### src/inc/ims_cfg.svh
// Purpose: addresses, field positions, reset values and timing counts of the status block
// Assumes: 10 MHz aclk, 32-bit register bus
// Notes: definitions only
`ifndef IMS_CFG_SVH
`define IMS_CFG_SVH

`define IMS_ADDR_CTRL 32'h4000_3400
`define IMS_ADDR_STAT 32'h4000_3404

`define IMS_ST_SCL 14
`define IMS_ST_SDA 13
`define IMS_ST_TXUF 12
`define IMS_ST_OWNSTOP 11
`define IMS_ST_BUSBUSY 10
`define IMS_ST_RXOF 9
`define IMS_ST_DONE 8
`define IMS_ST_DNACK 7
`define IMS_ST_MASTER_BUSY_FLAG 6
`define IMS_ST_ARBITRATION_LOST_FLAG 5
`define IMS_ST_ANACK 4
`define IMS_ST_RXREQ 3
`define IMS_ST_TXREQ 2
`define IMS_ST_TXLVL_HI 1
`define IMS_ST_TXLVL_LO 0

`define IMS_CT_IEN_CMP 8
`define IMS_CT_IEN_ACK 7
`define IMS_CT_IEN_ARBITRATION_LOST_FLAG 6
`define IMS_CT_IEN_MTX 5
`define IMS_CT_IEN_MRX 4
`define IMS_CT_MEN 0
`define IMS_CTRL_WMASK 16'h01F1

`define IMS_STAT_RESET 16'h6000
`define IMS_CTRL_RESET 16'h0000

`define IMS_FIFO_DEPTH 2'h2
`define IMS_TXLVL_EMPTY 2'h0
`define IMS_TXLVL_ONE 2'h2
`define IMS_TXLVL_FULL 2'h3

`define IMS_CLK_PERIOD_NS 100
`define IMS_GLITCH_NS 50
`define IMS_GLITCH_CYC_RAW ((`IMS_GLITCH_NS + `IMS_CLK_PERIOD_NS - 1) / `IMS_CLK_PERIOD_NS)
`define IMS_GLITCH_CYC ((`IMS_GLITCH_CYC_RAW < 1) ? 1 : `IMS_GLITCH_CYC_RAW)

`endif

### src/inc/ims_pkg.sv
// Purpose: shared types of the two-wire master status block
// Assumes: nothing
// Notes: constants live in ims_cfg.svh
package ims_pkg;
  typedef enum logic [1:0] {
    IMS_RESP_OKAY = 2'b00,
    IMS_RESP_SLVERR = 2'b10
  } ims_resp_type;

  typedef logic [15:0] ims_reg_type;
  typedef logic [1:0] ims_count_type;
endpackage

### src/inc/ims_line_if.sv
// Purpose: carries one filtered bus line and its edges
// Assumes: single aclk domain
// Notes: rise and fall are one-cycle pulses aligned with level changes
`timescale 1ns/10ps
interface ims_line_if;
  logic level;
  logic rise;
  logic fall;
  modport filt (output level, output rise, output fall);
  modport user (input level, input rise, input fall);
endinterface

### src/rtl/ims_line_filter.sv
// Purpose: synchronise and glitch-filter one two-wire bus line
// Assumes: pin is asynchronous to aclk, idles high
// Notes: a change is accepted once stable for GLITCH_CYC samples
`timescale 1ns/10ps
`include "ims_cfg.svh"
module ims_line_filter #(
  parameter int GLITCH_CYC = `IMS_GLITCH_CYC
) (
  input wire logic aclk,
  input wire logic aresetn,
  input wire logic pin,
  ims_line_if.filt line
);
  logic meta_q;
  logic sync_q;
  logic level_q;
  logic rise_q;
  logic fall_q;
  logic [7:0] cnt_q;
  logic accept;

  always_ff @(posedge aclk) begin
    if (!aresetn) begin
      meta_q <= 1'b1;
      sync_q <= 1'b1;
    end else begin
      meta_q <= pin;
      sync_q <= meta_q;
    end
  end

  assign accept = (sync_q != level_q) && (cnt_q == 8'(GLITCH_CYC - 1));

  always_ff @(posedge aclk) begin
    if (!aresetn) begin
      cnt_q <= 8'h00;
    end else if (sync_q == level_q || accept) begin
      cnt_q <= 8'h00;
    end else begin
      cnt_q <= cnt_q + 8'h01;
    end
  end

  // undriven line is pulled up, so the filtered level starts high
  always_ff @(posedge aclk) begin
    if (!aresetn) begin
      level_q <= 1'b1;
      rise_q <= 1'b0;
      fall_q <= 1'b0;
    end else begin
      rise_q <= accept && sync_q;
      fall_q <= accept && !sync_q;
      if (accept) begin
        level_q <= sync_q;
      end
    end
  end

  assign line.level = level_q;
  assign line.rise = rise_q;
  assign line.fall = fall_q;
endmodule // ims_line_filter

### src/rtl/ims_status.sv
// Purpose: status, event flags and interrupt of a two-wire bus master
// Assumes: engine inputs are on aclk; line pins are asynchronous
// Notes: registers reached over AXI4-Lite
//
// Summary of operation
// - status bit 14 shows filtered clock line
// - status bit 13 shows filtered data line
// - underflow flag bit 12, only with tx enable
// - own-stop flag bit 11, own stops only
// - own stop on done, underflow, overflow, nack
// - bus-busy bit 10 set start, cleared stop
// - rx overflow flag bit 9 on full push
// - done flag bit 8 on any stop, enabled
// - done flag interrupts when completion enable set
// - data nack flag bit 7, interrupt enabled
// - master-busy bit 6 while servicing transaction
// - arbitration lost flag bit 5, interrupt enabled
// - address nack flag bit 4, interrupt enabled
// - rx request bit 3 while rx holds data
// - tx request bit 2, write and not full
// - tx level bits 1:0 as 00/10/11
// - interrupt enables at control bits 8..4
// - both master FIFOs hold two bytes
// - enable bit 0 gates master clock
//
// Local design decision: register access over AXI4-Lite.
`timescale 1ns/10ps
`include "ims_cfg.svh"
module ims_status (
  input wire logic aclk,
  input wire logic aresetn,
  input wire logic [31:0] s_axi_awaddr,
  input wire logic s_axi_awvalid,
  output logic s_axi_awready,
  input wire logic [31:0] s_axi_wdata,
  input wire logic [3:0] s_axi_wstrb,
  input wire logic s_axi_wvalid,
  output logic s_axi_wready,
  output logic [1:0] s_axi_bresp,
  output logic s_axi_bvalid,
  input wire logic s_axi_bready,
  input wire logic [31:0] s_axi_araddr,
  input wire logic s_axi_arvalid,
  output logic s_axi_arready,
  output logic [31:0] s_axi_rdata,
  output logic [1:0] s_axi_rresp,
  output logic s_axi_rvalid,
  input wire logic s_axi_rready,
  input wire logic scl_pin,
  input wire logic sda_pin,
  input wire logic eng_busy,
  input wire logic eng_stop_driven,
  input wire logic eng_xfer_done,
  input wire logic eng_tx_empty_end,
  input wire logic eng_rx_push,
  input wire logic eng_addr_nack,
  input wire logic eng_data_nack,
  input wire logic eng_arb_lost,
  input wire logic eng_dir_read,
  input wire ims_pkg::ims_count_type tx_fifo_count,
  input wire ims_pkg::ims_count_type rx_fifo_count,
  output logic master_clk_en,
  output logic stop_request,
  output logic irq
);
  ims_line_if scl_line ();
  ims_line_if sda_line ();

  ims_line_filter u_scl_filter (
    .aclk(aclk),
    .aresetn(aresetn),
    .pin(scl_pin),
    .line(scl_line)
  );

  ims_line_filter u_sda_filter (
    .aclk(aclk),
    .aresetn(aresetn),
    .pin(sda_pin),
    .line(sda_line)
  );

  ims_pkg::ims_reg_type ctrl_q;
  logic [31:0] awaddr_q;
  logic aw_have_q;
  logic [31:0] wdata_q;
  logic [3:0] wstrb_q;
  logic w_have_q;
  logic bvalid_q;
  ims_pkg::ims_resp_type bresp_q;
  logic rvalid_q;
  ims_pkg::ims_resp_type rresp_q;
  logic [31:0] rdata_q;
  logic stat_read;
  logic do_write;

  logic txuf_q;
  logic ownstop_q;
  logic busbusy_q;
  logic rxof_q;
  logic done_q;
  logic dnack_q;
  logic master_busy_flag_q;
  logic arbitration_lost_flag_q;
  logic anack_q;
  logic rxreq_q;
  logic txreq_q;
  logic [1:0] txlvl_q;
  logic stop_req_q;
  logic irq_q;

  logic start_det;
  logic stop_det;
  logic txuf_set;
  logic rxof_set;
  logic ien_cmp;
  logic ien_ack;
  logic ien_arbitration_lost_flag;
  logic ien_mtx;
  logic ien_mrx;
  ims_pkg::ims_reg_type stat_word;

  assign ien_cmp = ctrl_q[`IMS_CT_IEN_CMP];
  assign ien_ack = ctrl_q[`IMS_CT_IEN_ACK];
  assign ien_arbitration_lost_flag = ctrl_q[`IMS_CT_IEN_ARBITRATION_LOST_FLAG];
  assign ien_mtx = ctrl_q[`IMS_CT_IEN_MTX];
  assign ien_mrx = ctrl_q[`IMS_CT_IEN_MRX];

  // write channel: address and data are taken independently, held until both arrive
  assign s_axi_awready = !aw_have_q && !bvalid_q;
  assign s_axi_wready = !w_have_q && !bvalid_q;
  assign do_write = aw_have_q && w_have_q && !bvalid_q;

  always_ff @(posedge aclk) begin
    if (!aresetn) begin
      aw_have_q <= 1'b0;
      awaddr_q <= 32'h0000_0000;
    end else if (s_axi_awvalid && s_axi_awready) begin
      aw_have_q <= 1'b1;
      awaddr_q <= s_axi_awaddr;
    end else if (do_write) begin
      aw_have_q <= 1'b0;
    end
  end

  always_ff @(posedge aclk) begin
    if (!aresetn) begin
      w_have_q <= 1'b0;
      wdata_q <= 32'h0000_0000;
      wstrb_q <= 4'h0;
    end else if (s_axi_wvalid && s_axi_wready) begin
      w_have_q <= 1'b1;
      wdata_q <= s_axi_wdata;
      wstrb_q <= s_axi_wstrb;
    end else if (do_write) begin
      w_have_q <= 1'b0;
    end
  end

  always_ff @(posedge aclk) begin
    if (!aresetn) begin
      bvalid_q <= 1'b0;
      bresp_q <= ims_pkg::IMS_RESP_OKAY;
    end else if (do_write) begin
      bvalid_q <= 1'b1;
      // status is read-only: a write there is accepted and ignored
      if (awaddr_q == `IMS_ADDR_CTRL || awaddr_q == `IMS_ADDR_STAT) begin
        bresp_q <= ims_pkg::IMS_RESP_OKAY;
      end else begin
        bresp_q <= ims_pkg::IMS_RESP_SLVERR;
      end
    end else if (s_axi_bready) begin
      bvalid_q <= 1'b0;
    end
  end

  // control: only enables and master enable are writable, the rest reads zero
  always_ff @(posedge aclk) begin
    if (!aresetn) begin
      ctrl_q <= `IMS_CTRL_RESET;
    end else if (do_write && awaddr_q == `IMS_ADDR_CTRL) begin
      if (wstrb_q[0]) begin
        ctrl_q[7:0] <= wdata_q[7:0] & 8'(`IMS_CTRL_WMASK);
      end
      if (wstrb_q[1]) begin
        ctrl_q[15:8] <= wdata_q[15:8] & 8'(`IMS_CTRL_WMASK >> 8);
      end
    end
  end

  assign master_clk_en = ctrl_q[`IMS_CT_MEN];

  // read channel: one outstanding read, data registered
  assign s_axi_arready = !rvalid_q;
  assign stat_read = s_axi_arvalid && s_axi_arready && s_axi_araddr == `IMS_ADDR_STAT;

  always_ff @(posedge aclk) begin
    if (!aresetn) begin
      rvalid_q <= 1'b0;
      rresp_q <= ims_pkg::IMS_RESP_OKAY;
      rdata_q <= 32'h0000_0000;
    end else if (s_axi_arvalid && s_axi_arready) begin
      rvalid_q <= 1'b1;
      if (s_axi_araddr == `IMS_ADDR_CTRL) begin
        rresp_q <= ims_pkg::IMS_RESP_OKAY;
        rdata_q <= {16'h0000, ctrl_q};
      end else if (s_axi_araddr == `IMS_ADDR_STAT) begin
        rresp_q <= ims_pkg::IMS_RESP_OKAY;
        rdata_q <= {16'h0000, stat_word};
      end else begin
        rresp_q <= ims_pkg::IMS_RESP_SLVERR;
        rdata_q <= 32'h0000_0000;
      end
    end else if (s_axi_rready) begin
      rvalid_q <= 1'b0;
    end
  end

  assign s_axi_bvalid = bvalid_q;
  assign s_axi_bresp = bresp_q;
  assign s_axi_rvalid = rvalid_q;
  assign s_axi_rresp = rresp_q;
  assign s_axi_rdata = rdata_q;

  // bus conditions from filtered lines: data edge while clock stays high
  assign start_det = sda_line.fall && scl_line.level;
  assign stop_det = sda_line.rise && scl_line.level;

  always_ff @(posedge aclk) begin
    if (!aresetn) begin
      busbusy_q <= 1'b0;
    end else if (start_det) begin
      busbusy_q <= 1'b1;
    end else if (stop_det) begin
      busbusy_q <= 1'b0;
    end
  end

  assign txuf_set = eng_tx_empty_end && ien_mtx;
  assign rxof_set = eng_rx_push && rx_fifo_count == `IMS_FIFO_DEPTH;

  // read-to-clear flags: a set in the clearing cycle wins
  always_ff @(posedge aclk) begin
    if (!aresetn) begin
      txuf_q <= 1'b0;
      ownstop_q <= 1'b0;
      rxof_q <= 1'b0;
      done_q <= 1'b0;
      dnack_q <= 1'b0;
      arbitration_lost_flag_q <= 1'b0;
      anack_q <= 1'b0;
    end else begin
      txuf_q <= txuf_set || (txuf_q && !stat_read);
      ownstop_q <= eng_stop_driven || (ownstop_q && !stat_read);
      rxof_q <= rxof_set || (rxof_q && !stat_read);
      done_q <= (stop_det && master_clk_en) || (done_q && !stat_read);
      dnack_q <= eng_data_nack || (dnack_q && !stat_read);
      arbitration_lost_flag_q <= eng_arb_lost || (arbitration_lost_flag_q && !stat_read);
      anack_q <= eng_addr_nack || (anack_q && !stat_read);
    end
  end

  // a stop is requested of the sequencer on done, underflow, overflow or either nack, not on arbitration loss
  always_ff @(posedge aclk) begin
    if (!aresetn) begin
      stop_req_q <= 1'b0;
    end else begin
      stop_req_q <= eng_xfer_done || eng_tx_empty_end || rxof_set || eng_addr_nack || eng_data_nack;
    end
  end

  assign stop_request = stop_req_q;

  // live conditions, registered so the status word is glitch free
  always_ff @(posedge aclk) begin
    if (!aresetn) begin
      master_busy_flag_q <= 1'b0;
      rxreq_q <= 1'b0;
      txreq_q <= 1'b0;
      txlvl_q <= `IMS_TXLVL_EMPTY;
    end else begin
      master_busy_flag_q <= eng_busy && !eng_arb_lost;
      rxreq_q <= rx_fifo_count != 2'h0;
      txreq_q <= !eng_dir_read && tx_fifo_count != `IMS_FIFO_DEPTH;
      unique case (tx_fifo_count)
        2'h0: txlvl_q <= `IMS_TXLVL_EMPTY;
        2'h1: txlvl_q <= `IMS_TXLVL_ONE;
        default: txlvl_q <= `IMS_TXLVL_FULL;
      endcase
    end
  end

  always_comb begin
    stat_word = 16'h0000;
    stat_word[`IMS_ST_SCL] = scl_line.level;
    stat_word[`IMS_ST_SDA] = sda_line.level;
    stat_word[`IMS_ST_TXUF] = txuf_q;
    stat_word[`IMS_ST_OWNSTOP] = ownstop_q;
    stat_word[`IMS_ST_BUSBUSY] = busbusy_q;
    stat_word[`IMS_ST_RXOF] = rxof_q;
    stat_word[`IMS_ST_DONE] = done_q;
    stat_word[`IMS_ST_DNACK] = dnack_q;
    stat_word[`IMS_ST_MASTER_BUSY_FLAG] = master_busy_flag_q;
    stat_word[`IMS_ST_ARBITRATION_LOST_FLAG] = arbitration_lost_flag_q;
    stat_word[`IMS_ST_ANACK] = anack_q;
    stat_word[`IMS_ST_RXREQ] = rxreq_q;
    stat_word[`IMS_ST_TXREQ] = txreq_q;
    stat_word[`IMS_ST_TXLVL_HI:`IMS_ST_TXLVL_LO] = txlvl_q;
  end

  // own-stop raises nothing by itself; level follows flags until they are read
  always_ff @(posedge aclk) begin
    if (!aresetn) begin
      irq_q <= 1'b0;
    end else begin
      irq_q <= (done_q && ien_cmp)
        || ((dnack_q || anack_q) && ien_ack)
        || (arbitration_lost_flag_q && ien_arbitration_lost_flag)
        || (txreq_q && ien_mtx)
        || (rxreq_q && ien_mrx);
    end
  end

  assign irq = irq_q;
endmodule // ims_status

### config.mk
export PLATFORM = sky130hd
export DESIGN_NAME = ims_status
export DESIGN_NICKNAME = d
export VERILOG_FILES = /design/src/inc/ims_pkg.sv /design/src/inc/ims_line_if.sv /design/src/rtl/ims_line_filter.sv /design/src/rtl/ims_status.sv
export VERILOG_INCLUDE_DIRS = /design/src /design/src/inc
export SDC_FILE = /design/constraint.sdc
export NUM_CORES = 1
export LEC_CHECK = 0
export BUFFER_PORTS_ARGS = -buffer_cell sky130_fd_sc_hd__buf_4
export CAP_MARGIN = 20
export CORE_MARGIN = 3
export CORE_UTILIZATION = 40
export CTS_BUF_LIST = sky130_fd_sc_hd__clkbuf_8 sky130_fd_sc_hd__clkbuf_16
export DETAILED_ROUTE_END_ITERATION = 10
export PLACE_DENSITY = 0.68
export SYNTH_ARGS = -nofsm -noshare
export SYNTH_HDL_FRONTEND = slang
export SYNTH_SLANG_ARGS = --single-unit
### constraint.sdc
create_clock -name aclk -period 6 [get_ports aclk]
set_clock_uncertainty 0.2 [all_clocks]
set_input_delay 0.9 -clock aclk [delete_from_list [all_inputs] [get_ports aclk]]
set_output_delay 0.9 -clock aclk [all_outputs]
set_load 0.02 [all_outputs]
## Word level (Yosys, flattened, before mapping)

Index checks and enable logic that the tools add are counted.

| storage, ports and cells | value |
|---|---|
| output and inout bits | 44 |
| bits of input ports | 122 |
| flip-flop bits (word level) | 128 |

| operators by class | value |
|---|---|
| reductions and logical operators | 72 |
| $add $sub $neg | 2 |
| equality and inequality tests | 11 |
| bitwise gates (word level) | 1 |
| muxes and demuxes | 15 |

Operators by type and width:

| kind | number |
|---|---|
| equality test 32 x 31 -> 1 bit (second input constant) | 4 |
| logical AND 1 bit | 32 |
| 2-to-1 mux 15 bit | 2 |
| logical OR 1 bit | 19 |
| adder 8 x 1 -> 8 bit (second input constant) | 2 |
| logical NOT 8 bit | 2 |
| nonzero test 2 bit | 6 |
| 2-to-1 mux 1 bit | 9 |
| logical NOT 1 bit | 8 |
| 2-to-1 mux 2 bit | 3 |
| one-hot mux 2 bit (2 select lines) | 1 |
| AND reduction 2 bit | 2 |
| OR reduction 2 bit | 2 |
| equality test 1 bit | 2 |
| equality test 2 x 1 -> 1 bit (second input constant) | 1 |
| equality test 2 bit (second input constant) | 1 |
| logical NOT 2 bit | 1 |
| inequality test 1 bit | 2 |
| inequality test 2 bit (second input constant) | 1 |
| NOT 1 bit | 1 |

## Longest topological paths before layout

| depth | value |
|---|---|
| depth in word-level cells | 6 |
| depth in mapped cells | 6 |
| gate-level depth less buffers | 6 |

## Modules after synthesis

Synthesis repeated with hierarchy kept, for this count alone.

| unflattened totals | value |
|---|---|
| cell total of the unflattened synthesis | 516 |
| area total of the unflattened synthesis | 4366.7 µm² |

By module, submodules not included:

| module | area an instance (µm²) | times used | cells each |
|---|---|---|---|
| ims_status | 3305.7 | 1 | 402 |
| ims_line_filter | 530.5 | 2 | 57 |

## Worst setup path after synthesis

OpenSTA, ideal clock, no wires.

| timing path | value |
|---|---|
| path kind | in2reg |
| from | input s_axi_araddr[29] |
| to | register rdata_q[12] (netlist: s_axi_rdata[12]) |
| arrival | 2350 ps |
| stages on the path | 5 |
| path buffers | 1 |
| slack | 3388 ps |
| data required time | 5738 ps |
| cells stage by stage | nor4b_1 nand4_1 nor4_2 buf_2 a32o_1 |

| on the way | value |
|---|---|
| word-level cells in the longest chain between the ends | 3 |

RTL lines:

| element | RTL line | text |
|---|---|---|
| start: declaration | ims_status.sv:42 | `input wire logic [31:0] s_axi_araddr,` |
| equality test 32 x 31 -> 1 bit (no line) | n/a |  |
| 2-to-1 mux 15 bit | ims_status.sv:207 | `` end else if (s_axi_araddr == `IMS_ADDR_STAT) begin `` |
| 2-to-1 mux 15 bit * | ims_status.sv:204 | `` if (s_axi_araddr == `IMS_ADDR_CTRL) begin `` |
| end signal: assignment | ims_status.sv:206 | `rdata_q <= {16'h0000, ctrl_q};` |
| end signal: assignment | ims_status.sv:209 | `rdata_q <= {16'h0000, stat_word};` |
| end: declaration | ims_status.sv:93 | `logic [31:0] rdata_q;` |

Mark *: on every way between the ends. The rest lies on a longest branch, timed or not.
A chain may end at the register's enable or synchronous reset.

## Worst setup path after layout

| timing path | value |
|---|---|
| from | input s_axi_arvalid |
| to | register rdata_q[13] (netlist: s_axi_rdata[13]) |

| on the way | value |
|---|---|
| word-level cells in the longest chain between the ends | 1 |

RTL lines:

| element | RTL line | text |
|---|---|---|
| start: declaration | ims_status.sv:43 | `input wire logic s_axi_arvalid,` |
| logical AND 1 bit | ims_status.sv:202 | `end else if (s_axi_arvalid && s_axi_arready) begin` |

No other way between the ends.

==> impl_metrics.csv <==
group,metric,value,unit
worst_setup_path,worstReg2RegStart,"awaddr_q[0]",
sta,setup_ws,3619,ps
sta,report.final.slew_viol_count,0,
sta,finalSetupTns,0,ps
worst_hold_path,hp-class,"reg2reg",
final_layout,nets,729,
worst_setup_path,cp_common_cell,"buf_4",
global_routing,grt_pass1_vias,3436,
worst_hold_path,min_from,"u_scl_filter.meta_q",
worst_setup_path,end_kind,"flip-flop",
floorplanning,die_h,108.9,um
sta,hold_viol_final,0,
logic_synthesis,synthCells,495,
worst_setup_path,path_buf_inv,2,
logic_synthesis,ys_dominant_reg_cell,"dfxtp_1",
clock_tree,clock_latency,360,ps
worst_setup_path,reg2reg_depth,4,
placed_design,hpwl,7083,um
detailed_routing,ant_nets,0,
sta,post-route-period-util,39.68,%
status,status,"finished clean",
worst_setup_path,arrival,2480,ps
detailed_routing,drt_pre_antenna_iters,4,
floorplanning,io_pins,166,
clock_tree,post_cts_buffers,0,
logic_synthesis,ys_top_cells_by_area,"dfxtp_1, nand2_1, a21oi_1",
sta,rsz0062_at_grt,"false",
power_and_ir_drop,p_per_area,251.3,nW/um2
worst_setup_path,cp.required,6100,ps
power_and_ir_drop,p_int,0.001006,W
clock_tree,cts_sinks,106,
power_and_ir_drop,vdd_drop_max,0.1255,mV
placed_design,pre_cts_slack,3255,ps
sta,timing.fmax,420.0,MHz
logic_synthesis,synth_edf_count,0,
power_and_ir_drop,pwr-share-seq,55.4,%
clock_tree,numCtsBuffers,9,
worst_hold_path,whs_path_depth,1,
detailed_routing,via_count,3565,
clock_tree,cts_resized,0,
detailed_routing,routed_wl,9533,um
power_and_ir_drop,swShare,25.48,%
worst_setup_path,critPathSlowestCell,"nor2b_1",
detailed_routing,drc,0,
worst_setup_path,path_class,"in2reg",
clock_tree,path_clk_slew,100,ps
floorplanning,dieArea,11860,um2
global_routing,grt-ovfl-total,0,
floorplanning,start_util,42.18,%
logic_synthesis,ys_seq_area_share,50.09,%
final_layout,drive_gt1_share,24.34,%
final_layout,syn_to_final_growth,26.76,%
worst_hold_path,min_to,"u_scl_filter.sync_q",
placed_design,dpl_cell_area,5141,um2
worst_setup_path,path_delay_family,"simple AND/OR/NAND/NOR gates",
clock_tree,cts_htree_levels,3,
worst_setup_path,rrSetupSlack,3710,ps
power_and_ir_drop,power_switching,0.0003438,W
clock_tree,clockRootBuffer,"clkbuf_8",
worst_setup_path,crit_path_start_kind,"input pin",
floorplanning,rows,36,
logic_synthesis,ys_warn_count,0,
placed_design,port_buffers,118,
logic_synthesis,syn_area_per_cell,8.559,um2
run,maxCapViolations,0,
detailed_routing,first_iter_violations,124,
sta,setup_viol,0,
logic_synthesis,synth.distinct_cells,43,
worst_setup_path,cp.depth,6,
logic_synthesis,yosys.area.top_type,"dfxtp_1",
clock_tree,cts_tree,"built",
sta,relSlewSlack,31.32,%
logic_synthesis,ys_ff_latch,106,
detailed_routing,vias_per_cell,4.811,
power_and_ir_drop,pwr-share-clk,32.6,%
worst_setup_path,regToRegEndpoint,"ctrl_q[7]",
floorplanning,die_x,108.9,um
power_and_ir_drop,leakage,2.189,nW
detailed_routing,route.detailed.wl_per_inst,12.87,um
global_routing,grt_max_degree,59,
power_and_ir_drop,comb_power_share,12.0,%
logic_synthesis,synthesis.area,4237,um2
worst_setup_path,crit_fanout,16,
floorplanning,core,10040,um2
final_layout,n_antenna_cell,0,
global_routing,grt_use_total,16.29,%
worst_setup_path,worst_path_largest_cell_delay,740,ps
logic_synthesis,async_reset_ff_share,0,%
sta,min_period,2381,ps
sta,max_slew.worst_pin.slew,1028,ps
global_routing,grt_pass1_wl,15390,um
final_layout,final_area,5370,um2
power_and_ir_drop,finalPower,0.001349,W
clock_tree,cts-hold-fix-buffers,0,
logic_synthesis,synth_top_area_share,50.09,%
global_routing,antenna_found_initial,0,
worst_setup_path,path_cells,"buf_4 > nor2b_1 > nand2_1 > nor4_2 > buf_4 > a32o_1",
placed_design,gp_congestion,0.7834,
clock_tree,clock_path_buffers,2,
[cell usage in the layout, fill, tap and decap left out, types with 6 or more instances in the layout]
| cell | Yosys | routed |
|---|---|---|
| nand2_1 | 122 | 122 |
| buf_4 | 19 | 120 |
| dfxtp_1 | 106 | 106 |
| a21oi_1 | 49 | 49 |
| nor2_1 | 33 | 33 |
| conb_1 | 1 | 19 |
| nand3_1 | 14 | 14 |
| inv_1 | 12 | 13 |
| nand2b_1 | 10 | 10 |
| nor4_1 | 9 | 9 |
| a32o_1 | 9 | 9 |
| clkbuf_8 | 0 | 9 |
| xor2_1 | 8 | 8 |
| nor3_1 | 6 | 6 |
| xnor2_1 | 6 | 6 |
| mux2i_1 | 6 | 6 |
| mux2_2 | 6 | 6 |
[through the flow]
step / cells / util [%] / hold slack, ps
after global placement: 724 / 51.18 / 190.0
after CTS: 740 / 53.19 / 220.0
final: 741 / 53.46 / 215.9
after global routing: 741 / 53.46 / 238.4
after floorplan: 513 / - / 186.3
after detailed placement: 724 / 51.18 / 193.8
[cell usage after synthesis (all sizes together), types with 7 or more instances]
| cell | instances |
|---|---|
| buf | 23 |
| nand2b | 10 |
| dfxtp | 106 |
| nor4 | 11 |
| nand2 | 122 |
| or4 | 7 |
| a21oi | 49 |
| a32o | 9 |
| xor2 | 8 |
| nand3 | 15 |
| nor2 | 33 |
| o21ai | 7 |
| clkbuf | 19 |
| inv | 12 |
[worst reg2reg max path, delay by kind of cell (launching register included)]
family	cells	cell delay, ps
and+or+nand+nor	3	1450
DFF	1	320
muxes	1	250
[worst max path at each step]
| stage | start | end | slack, ps |
|---|---|---|---|
| 2_1_floorplan | s_axi_araddr[29] | s_axi_rdata[12] | 3390 |
| 3_3_place_gp | s_axi_arvalid | s_axi_rdata[13] | 3290 |
| 3_5_place_dp | s_axi_arvalid | s_axi_rdata[13] | 3250 |
| 4_1_cts | s_axi_arvalid | s_axi_rdata[13] | 3620 |
| 5_1_grt | s_axi_arvalid | s_axi_rdata[11] | 3380 |
| 6_report | s_axi_arvalid | s_axi_rdata[13] | 3620 |
[power groups by stage]
stage | Sequential [W] | Clock (W) | Combinational (W)
floorplan | 0.000762 | 0 | 0.0000983
global placement | 0.000762 | 0 | 0.000157
detailed placement | 0.000763 | 0 | 0.000160
CTS | 0.000747 | 0.000454 | 0.000160
global route | 0.000751 | 0.000484 | 0.000182
finish | 0.000747 | 0.000440 | 0.000163
[area by class of cell]
| class | instances | area (um2) |
|---|---|---|
| clock buffer | 9 | 123.9 |
| clock inverter | 7 | 77.57 |
| fill | 935 | 4674 |
| inverter | 13 | 48.80 |
| multi-input combinational | 352 | 1903 |
| sequential | 106 | 2122 |
| tap | 133 | 166.4 |
| timing repair buffer | 121 | 928.4 |
[cells by family (layout without fill, tap and decap cells)]
group,after synthesis,in the layout,share of synthesized area [%]
muxes,12,12,3.012
adders and majority gates,4,4,1.181
xor gates and xnor gates,14,14,2.894
other,1,19,0.08852
buffers and inverters,55,150,6.586
and+or+nand+nor,227,227,25.52
AOI/OAI and AO/OA,76,76,10.63
DFF,106,106,50.09
[sequential cells by signal, summed over array words and instances, names as in the netlist, 2 cells and up]
| signal | flops |
|---|---|
| awaddr_q | 32 |
| s_axi_rdata | 15 |
| u_scl_filter.cnt_q | 8 |
| u_sda_filter.cnt_q | 8 |
| ctrl_q | 6 |
| wdata_q | 6 |
| txlvl_q | 2 |
| wstrb_q | 2 |
[routing by layer]
layer | share of wire [%] | global-route usage (%)
met1 | 45 | 20.27
met2 | 47 | 27.72
met3 | 6.5 | 3.020
met4 | 1.6 | 6.583
met5 | 0 | 0
(Power assumes the default switching activity.)
